### config.mk
export PLATFORM = sky130hd
export DESIGN_NAME = jlle_exec
export DESIGN_NICKNAME = d
export VERILOG_FILES = /design/src/rtl/jlle_pkg.sv /design/src/rtl/jlle_load_ext.sv /design/src/rtl/jlle_exec.sv
export SDC_FILE = /design/constraint.sdc
export NUM_CORES = 1
export LEC_CHECK = 0
export ABC_AREA = 1
export BUFFER_PORTS_ARGS = -buffer_cell sky130_fd_sc_hd__buf_2
export CORE_AREA = 2 2 245 247
export DETAILED_ROUTE_END_ITERATION = 8
export DIE_AREA = 0 0 247 249
export GPL_TIMING_DRIVEN = 0
export MAX_ROUTING_LAYER = met4
export PLACE_DENSITY = 0.68
export SLEW_MARGIN = 20
export SYNTH_ARGS = -nofsm -noshare
export SYNTH_HDL_FRONTEND = slang
export SYNTH_SLANG_ARGS = --single-unit
### constraint.sdc
create_clock -name clock -period 2.8 [get_ports clock]
set_input_delay 0.14 -clock clock [delete_from_list [all_inputs] [get_ports clock]]
set_output_delay 0.14 -clock clock [all_outputs]
set_load 0.05 [all_outputs]
### src/rtl/jlle_pkg.sv
// jlle_pkg: constants for the jump-link and load execution block
// assumes a 64-bit core datapath; 32-bit operation is selected by a strap input
package jlle_pkg;
	// ************************************************************
	// widths and instruction fields
	// ************************************************************
	localparam int XLEN        = 64;
	localparam int OPC_HI      = 31;
	localparam int OPC_LO      = 26;
	localparam int FD_HI       = 25;
	localparam int FD_LO       = 21;
	localparam int FA_HI       = 20;
	localparam int FA_LO       = 16;
	localparam int FB_HI       = 15;
	localparam int FB_LO       = 11;
	localparam int IMM_HI      = 15;
	localparam int IMM_LO      = 0;
	localparam logic [4:0] LINK_REG_IDX = 5'h09;
	localparam logic [63:0] INSN_STEP   = 64'h0000000000000004;
	// ************************************************************
	// major opcodes
	// ************************************************************
	localparam logic [5:0] OP_JAL   = 6'h01;
	localparam logic [5:0] OP_JR    = 6'h11;
	localparam logic [5:0] OP_JALR  = 6'h12;
	localparam logic [5:0] OP_LBS   = 6'h24;
	localparam logic [5:0] OP_LBZ   = 6'h23;
	localparam logic [5:0] OP_LHS   = 6'h26;
	localparam logic [5:0] OP_LHZ   = 6'h25;
	localparam logic [5:0] OP_LD    = 6'h20;
	localparam logic [5:0] OP_LF    = 6'h1A;
	// ************************************************************
	// load size encoding and sequencer states
	// ************************************************************
	typedef enum logic [2:0] {JLLE_SZ_B, JLLE_SZ_H, JLLE_SZ_W, JLLE_SZ_D} jlle_size_t;
	typedef enum logic [1:0] {JLLE_IDLE, JLLE_SLOT, JLLE_LOAD} jlle_state_t;
endpackage

### src/rtl/jlle_load_ext.sv
// jlle_load_ext: shapes raw memory data into the destination value
// assumes memory data is already aligned to bit 0 by the memory system
`timescale 1ns/1ps
module jlle_load_ext (
	input  wire logic [jlle_pkg::XLEN-1:0] raw,
	input  wire logic [2:0]                size,
	input  wire logic                      sign_ext,
	input  wire logic                      nan_box,
	input  wire logic                      mode64,
	output logic      [jlle_pkg::XLEN-1:0] result
);
	import jlle_pkg::*;
	wire logic             b_fill = sign_ext & raw[7];
	wire logic             h_fill = sign_ext & raw[15];
	wire logic [XLEN-1:0]  ext_b  = {{(XLEN-8){b_fill}}, raw[7:0]};
	wire logic [XLEN-1:0]  ext_h  = {{(XLEN-16){h_fill}}, raw[15:0]};
	wire logic [31:0]      w_up   = (nan_box & mode64) ? 32'hFFFFFFFF : 32'h00000000;
	wire logic [XLEN-1:0]  ext_w  = {w_up, raw[31:0]};
	// pick by size; double word passes untouched
	assign result = (size == 3'(JLLE_SZ_B)) ? ext_b :
	                (size == 3'(JLLE_SZ_H)) ? ext_h :
	                (size == 3'(JLLE_SZ_W)) ? ext_w : raw;
endmodule

### src/rtl/jlle_exec.sv
// jlle_exec: executes jump-and-link, register jumps and sized loads
// assumes one instruction offered at a time with its operands already read
//
// Summary of operation
// - link gets jump or slot address plus four
// - register jumps take target register as pc
// - one delay slot unless no-slot config set
// - slot reads see the new link value
// - slot write to link overrides jump's link
// - register jumps check alignment; issued loads fault memory
// - address is base plus sign-extended immediate
// - signed byte fills upper bits with bit seven
// - unsigned byte clears upper bits
// - signed half copies bit fifteen, checks alignment
// - unsigned half clears upper bits, checks alignment
// - double load only in 64-bit mode
// - float load ones-fills upper half in 64-bit
// - byte loads never raise alignment faults
`timescale 1ns/1ps
module jlle_exec (
	input  wire logic                      clock,
	input  wire logic                      rst,
	input  wire logic                      insn_valid,
	input  wire logic [31:0]               insn,
	input  wire logic [jlle_pkg::XLEN-1:0] insn_addr,
	input  wire logic [jlle_pkg::XLEN-1:0] base_source_reg,
	input  wire logic [jlle_pkg::XLEN-1:0] target_source_reg,
	input  wire logic                      no_delay_slot_cfg,
	input  wire logic                      mode64,
	input  wire logic                      slot_wr_link,
	input  wire logic [jlle_pkg::XLEN-1:0] slot_wr_data,
	input  wire logic                      mem_ack,
	input  wire logic                      mem_err,
	input  wire logic                      mem_tlb_miss,
	input  wire logic                      mem_page_fault,
	input  wire logic [jlle_pkg::XLEN-1:0] mem_rdata,
	output logic                           insn_ready,
	output logic                           pc_load,
	output logic      [jlle_pkg::XLEN-1:0] pc_target,
	output logic      [jlle_pkg::XLEN-1:0] link_reg,
	output logic                           wb_valid,
	output logic      [4:0]                wb_dest,
	output logic      [jlle_pkg::XLEN-1:0] wb_data,
	output logic                           mem_req,
	output logic      [jlle_pkg::XLEN-1:0] effective_address,
	output logic      [2:0]                mem_size,
	output logic                           exc_align,
	output logic                           exc_tlb_miss,
	output logic                           exc_page_fault,
	output logic                           exc_bus_error,
	output logic                           illegal_insn
);
	import jlle_pkg::*;
	// ************************************************************
	// decode
	// ************************************************************
	wire logic [5:0]      opc      = insn[OPC_HI:OPC_LO];
	wire logic [4:0]      dfield   = insn[FD_HI:FD_LO];
	wire logic [XLEN-1:0] imm_sx   = {{(XLEN-16){insn[IMM_HI]}}, insn[IMM_HI:IMM_LO]};
	wire logic            is_jal   = opc == OP_JAL;
	wire logic            is_jr    = opc == OP_JR;
	wire logic            is_jalr  = opc == OP_JALR;
	wire logic            is_ld    = opc == OP_LD;
	wire logic            is_load  = (opc == OP_LBS) | (opc == OP_LBZ) | (opc == OP_LHS) |
	                                 (opc == OP_LHZ) | is_ld | (opc == OP_LF);
	wire logic            is_link  = is_jal | is_jalr;
	wire logic [XLEN-1:0] jal_off  = {{(XLEN-28){insn[25]}}, insn[25:0], 2'b00};
	// size, sign and boxing selection for the load group
	wire logic [2:0] ld_size = ((opc == OP_LBS) | (opc == OP_LBZ)) ? 3'(JLLE_SZ_B) :
	                           ((opc == OP_LHS) | (opc == OP_LHZ)) ? 3'(JLLE_SZ_H) :
	                           is_ld ? 3'(JLLE_SZ_D) : 3'(JLLE_SZ_W);
	wire logic       ld_sign = (opc == OP_LBS) | (opc == OP_LHS);
	wire logic       ld_box  = opc == OP_LF;
	// address and target computation
	wire logic [XLEN-1:0] addr_sum = base_source_reg + imm_sx;
	wire logic [XLEN-1:0] addr_eff = mode64 ? addr_sum : {32'h00000000, addr_sum[31:0]};
	wire logic [XLEN-1:0] tgt      = is_jal ? insn_addr + jal_off : target_source_reg;
	// link value: no slot means jump address plus four, else slot address plus four
	wire logic [XLEN-1:0] link_val = no_delay_slot_cfg ? insn_addr + INSN_STEP :
	                                 insn_addr + INSN_STEP + INSN_STEP;
	// alignment: register jumps need word, byte loads never checked
	wire logic jmp_mis  = (is_jr | is_jalr) & (tgt[1:0] != 2'b00);
	wire logic ld_mis   = (ld_size == 3'(JLLE_SZ_H)) ? addr_eff[0] :
	                      (ld_size == 3'(JLLE_SZ_W)) ? (addr_eff[1:0] != 2'b00) :
	                      (ld_size == 3'(JLLE_SZ_D)) ? (addr_eff[2:0] != 3'b000) :
	                      1'b0;
	wire logic ld_illeg = is_ld & ~mode64;
	// shaping attributes are declared ahead of the extender that reads them
	logic                 sign_ff;
	logic                 box_ff;
	wire logic [XLEN-1:0] ld_shaped;
	jlle_load_ext u_ext (
		.raw      (mem_rdata),
		.size     (mem_size),
		.sign_ext (sign_ff),
		.nan_box  (box_ff),
		.mode64   (mode64),
		.result   (ld_shaped)
	);
	// ************************************************************
	// sequencer
	// ************************************************************
	jlle_state_t state_ff;
	wire logic   take    = insn_valid & insn_ready;
	wire logic   go_jump = take & (is_jr | is_link) & ~jmp_mis;
	wire logic   go_load = take & is_load & ~ld_mis & ~ld_illeg;
	wire logic   mem_fin = mem_ack | mem_err | mem_tlb_miss | mem_page_fault;
	// the slot state holds the redirect until the single slot instruction passes
	always_ff @(posedge clock) begin
		if (rst) begin
			state_ff <= JLLE_IDLE;
		end else begin
			case (state_ff)
				JLLE_IDLE: begin
					if (go_load)
						state_ff <= JLLE_LOAD;
					else if (go_jump & ~no_delay_slot_cfg)
						state_ff <= JLLE_SLOT;
				end
				JLLE_SLOT: if (insn_valid) state_ff <= JLLE_IDLE;
				JLLE_LOAD: if (mem_fin) state_ff <= JLLE_IDLE;
				default:   state_ff <= JLLE_IDLE;
			endcase
		end
	end
	// pending jump target carried through the delay slot
	logic [XLEN-1:0] pend_tgt_ff;
	always_ff @(posedge clock) begin
		if (rst) pend_tgt_ff <= '0;
		else if (go_jump) pend_tgt_ff <= tgt;
	end
	// redirect: immediately with no slot, else after the slot instruction
	always_ff @(posedge clock) begin
		if (rst) begin
			pc_load   <= 1'b0;
			pc_target <= '0;
		end else begin
			pc_load   <= (go_jump & no_delay_slot_cfg) | (state_ff == JLLE_SLOT & insn_valid);
			pc_target <= (state_ff == JLLE_SLOT) ? pend_tgt_ff : tgt;
		end
	end
	// link is visible from the cycle after the jump, so the slot reads the new value;
	// a slot write arrives later and therefore replaces it for good
	always_ff @(posedge clock) begin
		if (rst) link_reg <= '0;
		else if (state_ff == JLLE_SLOT && insn_valid && slot_wr_link)
			link_reg <= slot_wr_data;
		else if (go_jump & is_link)
			link_reg <= link_val;
	end
	// load request and shaping attributes held while memory works
	always_ff @(posedge clock) begin
		if (rst) begin
			mem_req           <= 1'b0;
			effective_address <= '0;
			mem_size          <= 3'(JLLE_SZ_B);
			sign_ff           <= 1'b0;
			box_ff            <= 1'b0;
			wb_dest           <= 5'h00;
		end else if (go_load) begin
			mem_req           <= 1'b1;
			effective_address <= addr_eff;
			mem_size          <= ld_size;
			sign_ff           <= ld_sign;
			box_ff            <= ld_box;
			wb_dest           <= dfield;
		end else if (go_jump & is_link) begin
			wb_dest           <= LINK_REG_IDX;
		end else if (mem_fin) begin
			mem_req           <= 1'b0;
		end
	end
	// writeback of loaded data or link value
	always_ff @(posedge clock) begin
		if (rst) begin
			wb_valid <= 1'b0;
			wb_data  <= '0;
		end else begin
			wb_valid <= (state_ff == JLLE_LOAD & mem_ack) | (go_jump & is_link);
			wb_data  <= (state_ff == JLLE_LOAD) ? ld_shaped : link_val;
		end
	end
	// exception pulses; memory faults come back from the translation/bus side
	always_ff @(posedge clock) begin
		if (rst) begin
			exc_align      <= 1'b0;
			exc_tlb_miss   <= 1'b0;
			exc_page_fault <= 1'b0;
			exc_bus_error  <= 1'b0;
			illegal_insn   <= 1'b0;
			insn_ready     <= 1'b0;
		end else begin
			exc_align      <= take & (jmp_mis | (is_load & ~ld_illeg & ld_mis));
			exc_tlb_miss   <= state_ff == JLLE_LOAD & mem_tlb_miss;
			exc_page_fault <= state_ff == JLLE_LOAD & mem_page_fault;
			exc_bus_error  <= state_ff == JLLE_LOAD & mem_err;
			illegal_insn   <= take & ld_illeg;
			insn_ready     <= ~(go_load | (state_ff == JLLE_LOAD & ~mem_fin));
		end
	end
	// ************************************************************
	// checks
	// ************************************************************
	a_link_no_slot: assert property (@(posedge clock) disable iff (rst)
		go_jump & is_link & no_delay_slot_cfg |=> link_reg == $past(insn_addr) + INSN_STEP)
		else $error("link value wrong without delay slot");
	a_slot_then_jump: assert property (@(posedge clock) disable iff (rst)
		go_jump & ~no_delay_slot_cfg |=> ~pc_load)
		else $error("jump taken before delay slot");
	a_jr_target: assert property (@(posedge clock) disable iff (rst)
		go_jump & is_jr & no_delay_slot_cfg |=> pc_load && pc_target == $past(target_source_reg))
		else $error("register jump target wrong");
	a_slot_wins: assert property (@(posedge clock) disable iff (rst)
		state_ff == JLLE_SLOT & insn_valid & slot_wr_link |=> link_reg == $past(slot_wr_data))
		else $error("slot write lost");
	a_byte_align: assert property (@(posedge clock) disable iff (rst)
		take & is_load & ld_size == 3'(JLLE_SZ_B) |=> ~exc_align)
		else $error("byte load raised alignment");
	a_addr_sum: assert property (@(posedge clock) disable iff (rst)
		go_load & mode64 |=> effective_address == $past(base_source_reg) + $past(imm_sx))
		else $error("effective address wrong");
	a_ld_32bit: assert property (@(posedge clock) disable iff (rst)
		take & is_ld & ~mode64 |=> illegal_insn && !mem_req)
		else $error("double load accepted in 32-bit mode");
	a_sbyte_fill: assert property (@(posedge clock) disable iff (rst)
		state_ff == JLLE_LOAD & mem_ack & sign_ff & mem_size == 3'(JLLE_SZ_B)
		|=> wb_data == {{(XLEN-8){$past(mem_rdata[7])}}, $past(mem_rdata[7:0])})
		else $error("signed byte fill wrong");
	c_link_slot: cover property (@(posedge clock) go_jump & is_link & ~no_delay_slot_cfg);
	c_load_done: cover property (@(posedge clock) state_ff == JLLE_LOAD & mem_ack);
	c_jump_misal: cover property (@(posedge clock) take & jmp_mis);
endmodule

==> metrics <==
outcome finished, final reports clean; max-cap violations 0; crit path max fanout 6; Root Driver clkbuf_16; Fillers roughly 5900; most common cell after layout, fill and taps aside nand2_1; r2r startpoint state_ff[1]$_SDFFE_PP0P_; Avg WL per Cell 21.6 um; crit path DAT 3.23 ns; Sink Count 340; Pleak 17.3 nW; TritonRoute pass-1 iters 9; DR vias 35381; Net Count, Synth just over 5000; number of flops mapped to enable cells by yosys 0; CTS tree done; CP Class input pin to register; Final Max Slew Viols 0; Die H 249 um; total power 16.4 mW; Worst-Margin Slew roughly 1.2 ns; hold_ws 0.0173 ns; Yosys reg bits 340; Overflow after GRT 0; Clock Pin Slew Worst Setup and Hold Paths approximately 0.06 ns; DIE AREA 61500 sq um; Post-Layout Inst Area ~35000 sq um; final hold violation count 0; Finished Layout Cells 6286; Cell Rows 89; most used flip-flop cell after synthesis dfxtp_1; Remaining DRCs 0; Final #Nets 5954; Hold WC Path Type input pin to register; Syn Std Cell Area 27600 sq um; I/O pin count roughly 640; Startpoint Class input pin; Post-Synthesis Cells between 4000 and 5000; Synth async-reset ratio 0%; Multi-input gate area 17900 sq um; vias per inst 5.63; layout cells sized above 1 16.1%; post-route antenna net violation count 0; crit path from insn[24]; vias in the first global route 32553; DIE WIDTH 247 um; synth unique cells 54; Post-DP Area 31700 sq um; GRT Total Usage 43.6%; worst-case clock skew 0.0233 ns; fin crit share ~100%; core area 58700 sq um; worst slack, placed -0.754 ns; most frequent cells in the layout 1145 x nand2_1, 644 x buf_2, 628 x inv_1; Critical Path End Type register; Slew headroom 22.7%; worst path required time around 3.3 ns; Mapped Avg Cell Area 5.97 sq um; dpl cells approximately 6000; area grow syn2layout 26.9%; # H-tree levels 2; Synth Warn # 0; setup TNS 0 ns; Pwr Density between 400 and 500 nW/um^2; worst-case clock buffer depth 3; first-pass GRT wire length ~200000 um; Final min period 2.78 ns; initial antenna violation count 22; largest net degree at the start of global routing 51; max frequency 360 MHz; HP Start mem_rdata[46]; final wirelength 136000 um; CTS Buf Count 39; register area share after synthesis 24.7%; FF/Latch Area a little under 7000 sq um; RSZ-0062 raised after global routing false; Final HPWL DP 112000 um; VDD IR-drop max 0.556 mV; Setup-failing EPs final 0; First DRT Iteration DRCs 3735; PortBufs 632; Final Worst Setup Slack between 0.015 and 0.02 ns; final RePlAce weighted congestion 1.06; initial core utilization a little under half; Final Util 59.6%; Clk Latency, worst-skew pair 0.57 ns
==> power breakdown <==
| group | internal, mW | switching (mW) | total, mW |
|---|---|---|---|
| registers | 5.14 | 0.111 | 5.25 |
| clock network | 3.15 | 2.21 | 5.36 |
| logic | 1.66 | 4.12 | 5.78 |
| total | 9.96 | 6.44 | 16.4 |
==> worst paths after layout <==
kind                                   to  slack [ns]  cells past startpoint
min                wb_data[46]$_SDFF_PP0_        0.02                      5
min reg2reg   pend_tgt_ff[7]$_SDFFE_PP0P_        0.46                      2
max          pend_tgt_ff[63]$_SDFFE_PP0P_        0.02                     16
max reg2reg        wb_data[48]$_SDFF_PP0_        0.10                     10
==> logic make-up (layout without fill, tap and decap cells) <==
group / Yosys count / in the layout / synth area share (%)
AO/OA/AOI/OAI: 934 / 934 / 19.4
flip-flops: 340 / 340 / 24.7
buffers and inverters: 784 / 1662 / 10.9
XOR/XNOR: 102 / 102 / 3.30
AND/OR/NAND/NOR: 2324 / 2324 / 35.8
adder cells (fa/ha/maj): 128 / 128 / 5.87
other: 1 / 23 / 0.0136
==> repair_timing <==
action	4_1_cts	5_1_grt
setup buffers	0	2
endpoints found under the hold margin	216	0
resized for setup	6	48
hold buffers	176	0
endpoints found under the setup margin	87	123
==> final cells by class <==
cell class	count	share of cell area, %
Antenna cell	22	0.157
Multi-Input combinational cell	3489	51.1
Sequential cell	340	19.5
Buffer	134	1.64
Timing Repair Buffer	810	14.1
Clock inverter	17	0.590
Clock buffer	51	3.15
Inverter	650	6.98
Tap cell	773	2.77
==> cells in the mapped netlist (all sizes together), types with 2 or more instances <==
cell / n / share of area, %
nor3: 40 / 0.73
a31oi: 57 / 1.3
o21a: 19 / 0.52
nand2b: 5 / 0.11
nor4: 7 / 0.16
fa: 2 / 0.15
xor2: 58 / 1.9
ha: 126 / 5.7
clkbuf: 95 / 1.3
dfxtp: 340 / 25
a22oi: 3 / 0.082
o221a: 2 / 0.082
buf: 39 / 0.76
nand3b: 21 / 0.57
o211ai: 44 / 1.2
a22o: 28 / 0.89
o21bai: 55 / 1.5
nand2: 1168 / 16
a211oi: 17 / 0.46
inv: 649 / 8.8
nand3: 327 / 6.1
o221ai: 5 / 0.16
o2111ai: 6 / 0.19
xnor2: 44 / 1.4
a21oi: 362 / 6.6
nand4: 63 / 1.4
a21o: 23 / 0.63
and2: 3 / 0.068
or2: 23 / 0.52
a21boi: 7 / 0.19
o21ai: 304 / 5.5
nor2: 666 / 9.9
==> per-layer routing <==
metal	global-route usage [%]	share of wire, %	wire (um)	up-vias
met5	-	0	0	-
met4	20.2	5.5	7490	0
met3	9.14	11	15100	398
met2	65.9	43	58900	2043
met1	55.3	40	54400	16181
li1	-	-	-	16759
==> critical path: stages <==
cell and delay, ns:
dlygate4sd3_1 0.55, buf_2 0.18, ha_1 0.44, nand2_1 0.10
nor2_1 0.14, inv_1 0.07, nor2_1 0.11, inv_1 0.09
o21ai_0 0.60, nand2_1 0.20, nand2_1 0.10, nand2_1 0.05
nand3_1 0.18, nand3_1 0.13, nand2_1 0.10, inv_1 0.04
(Power assumes the default switching activity.)
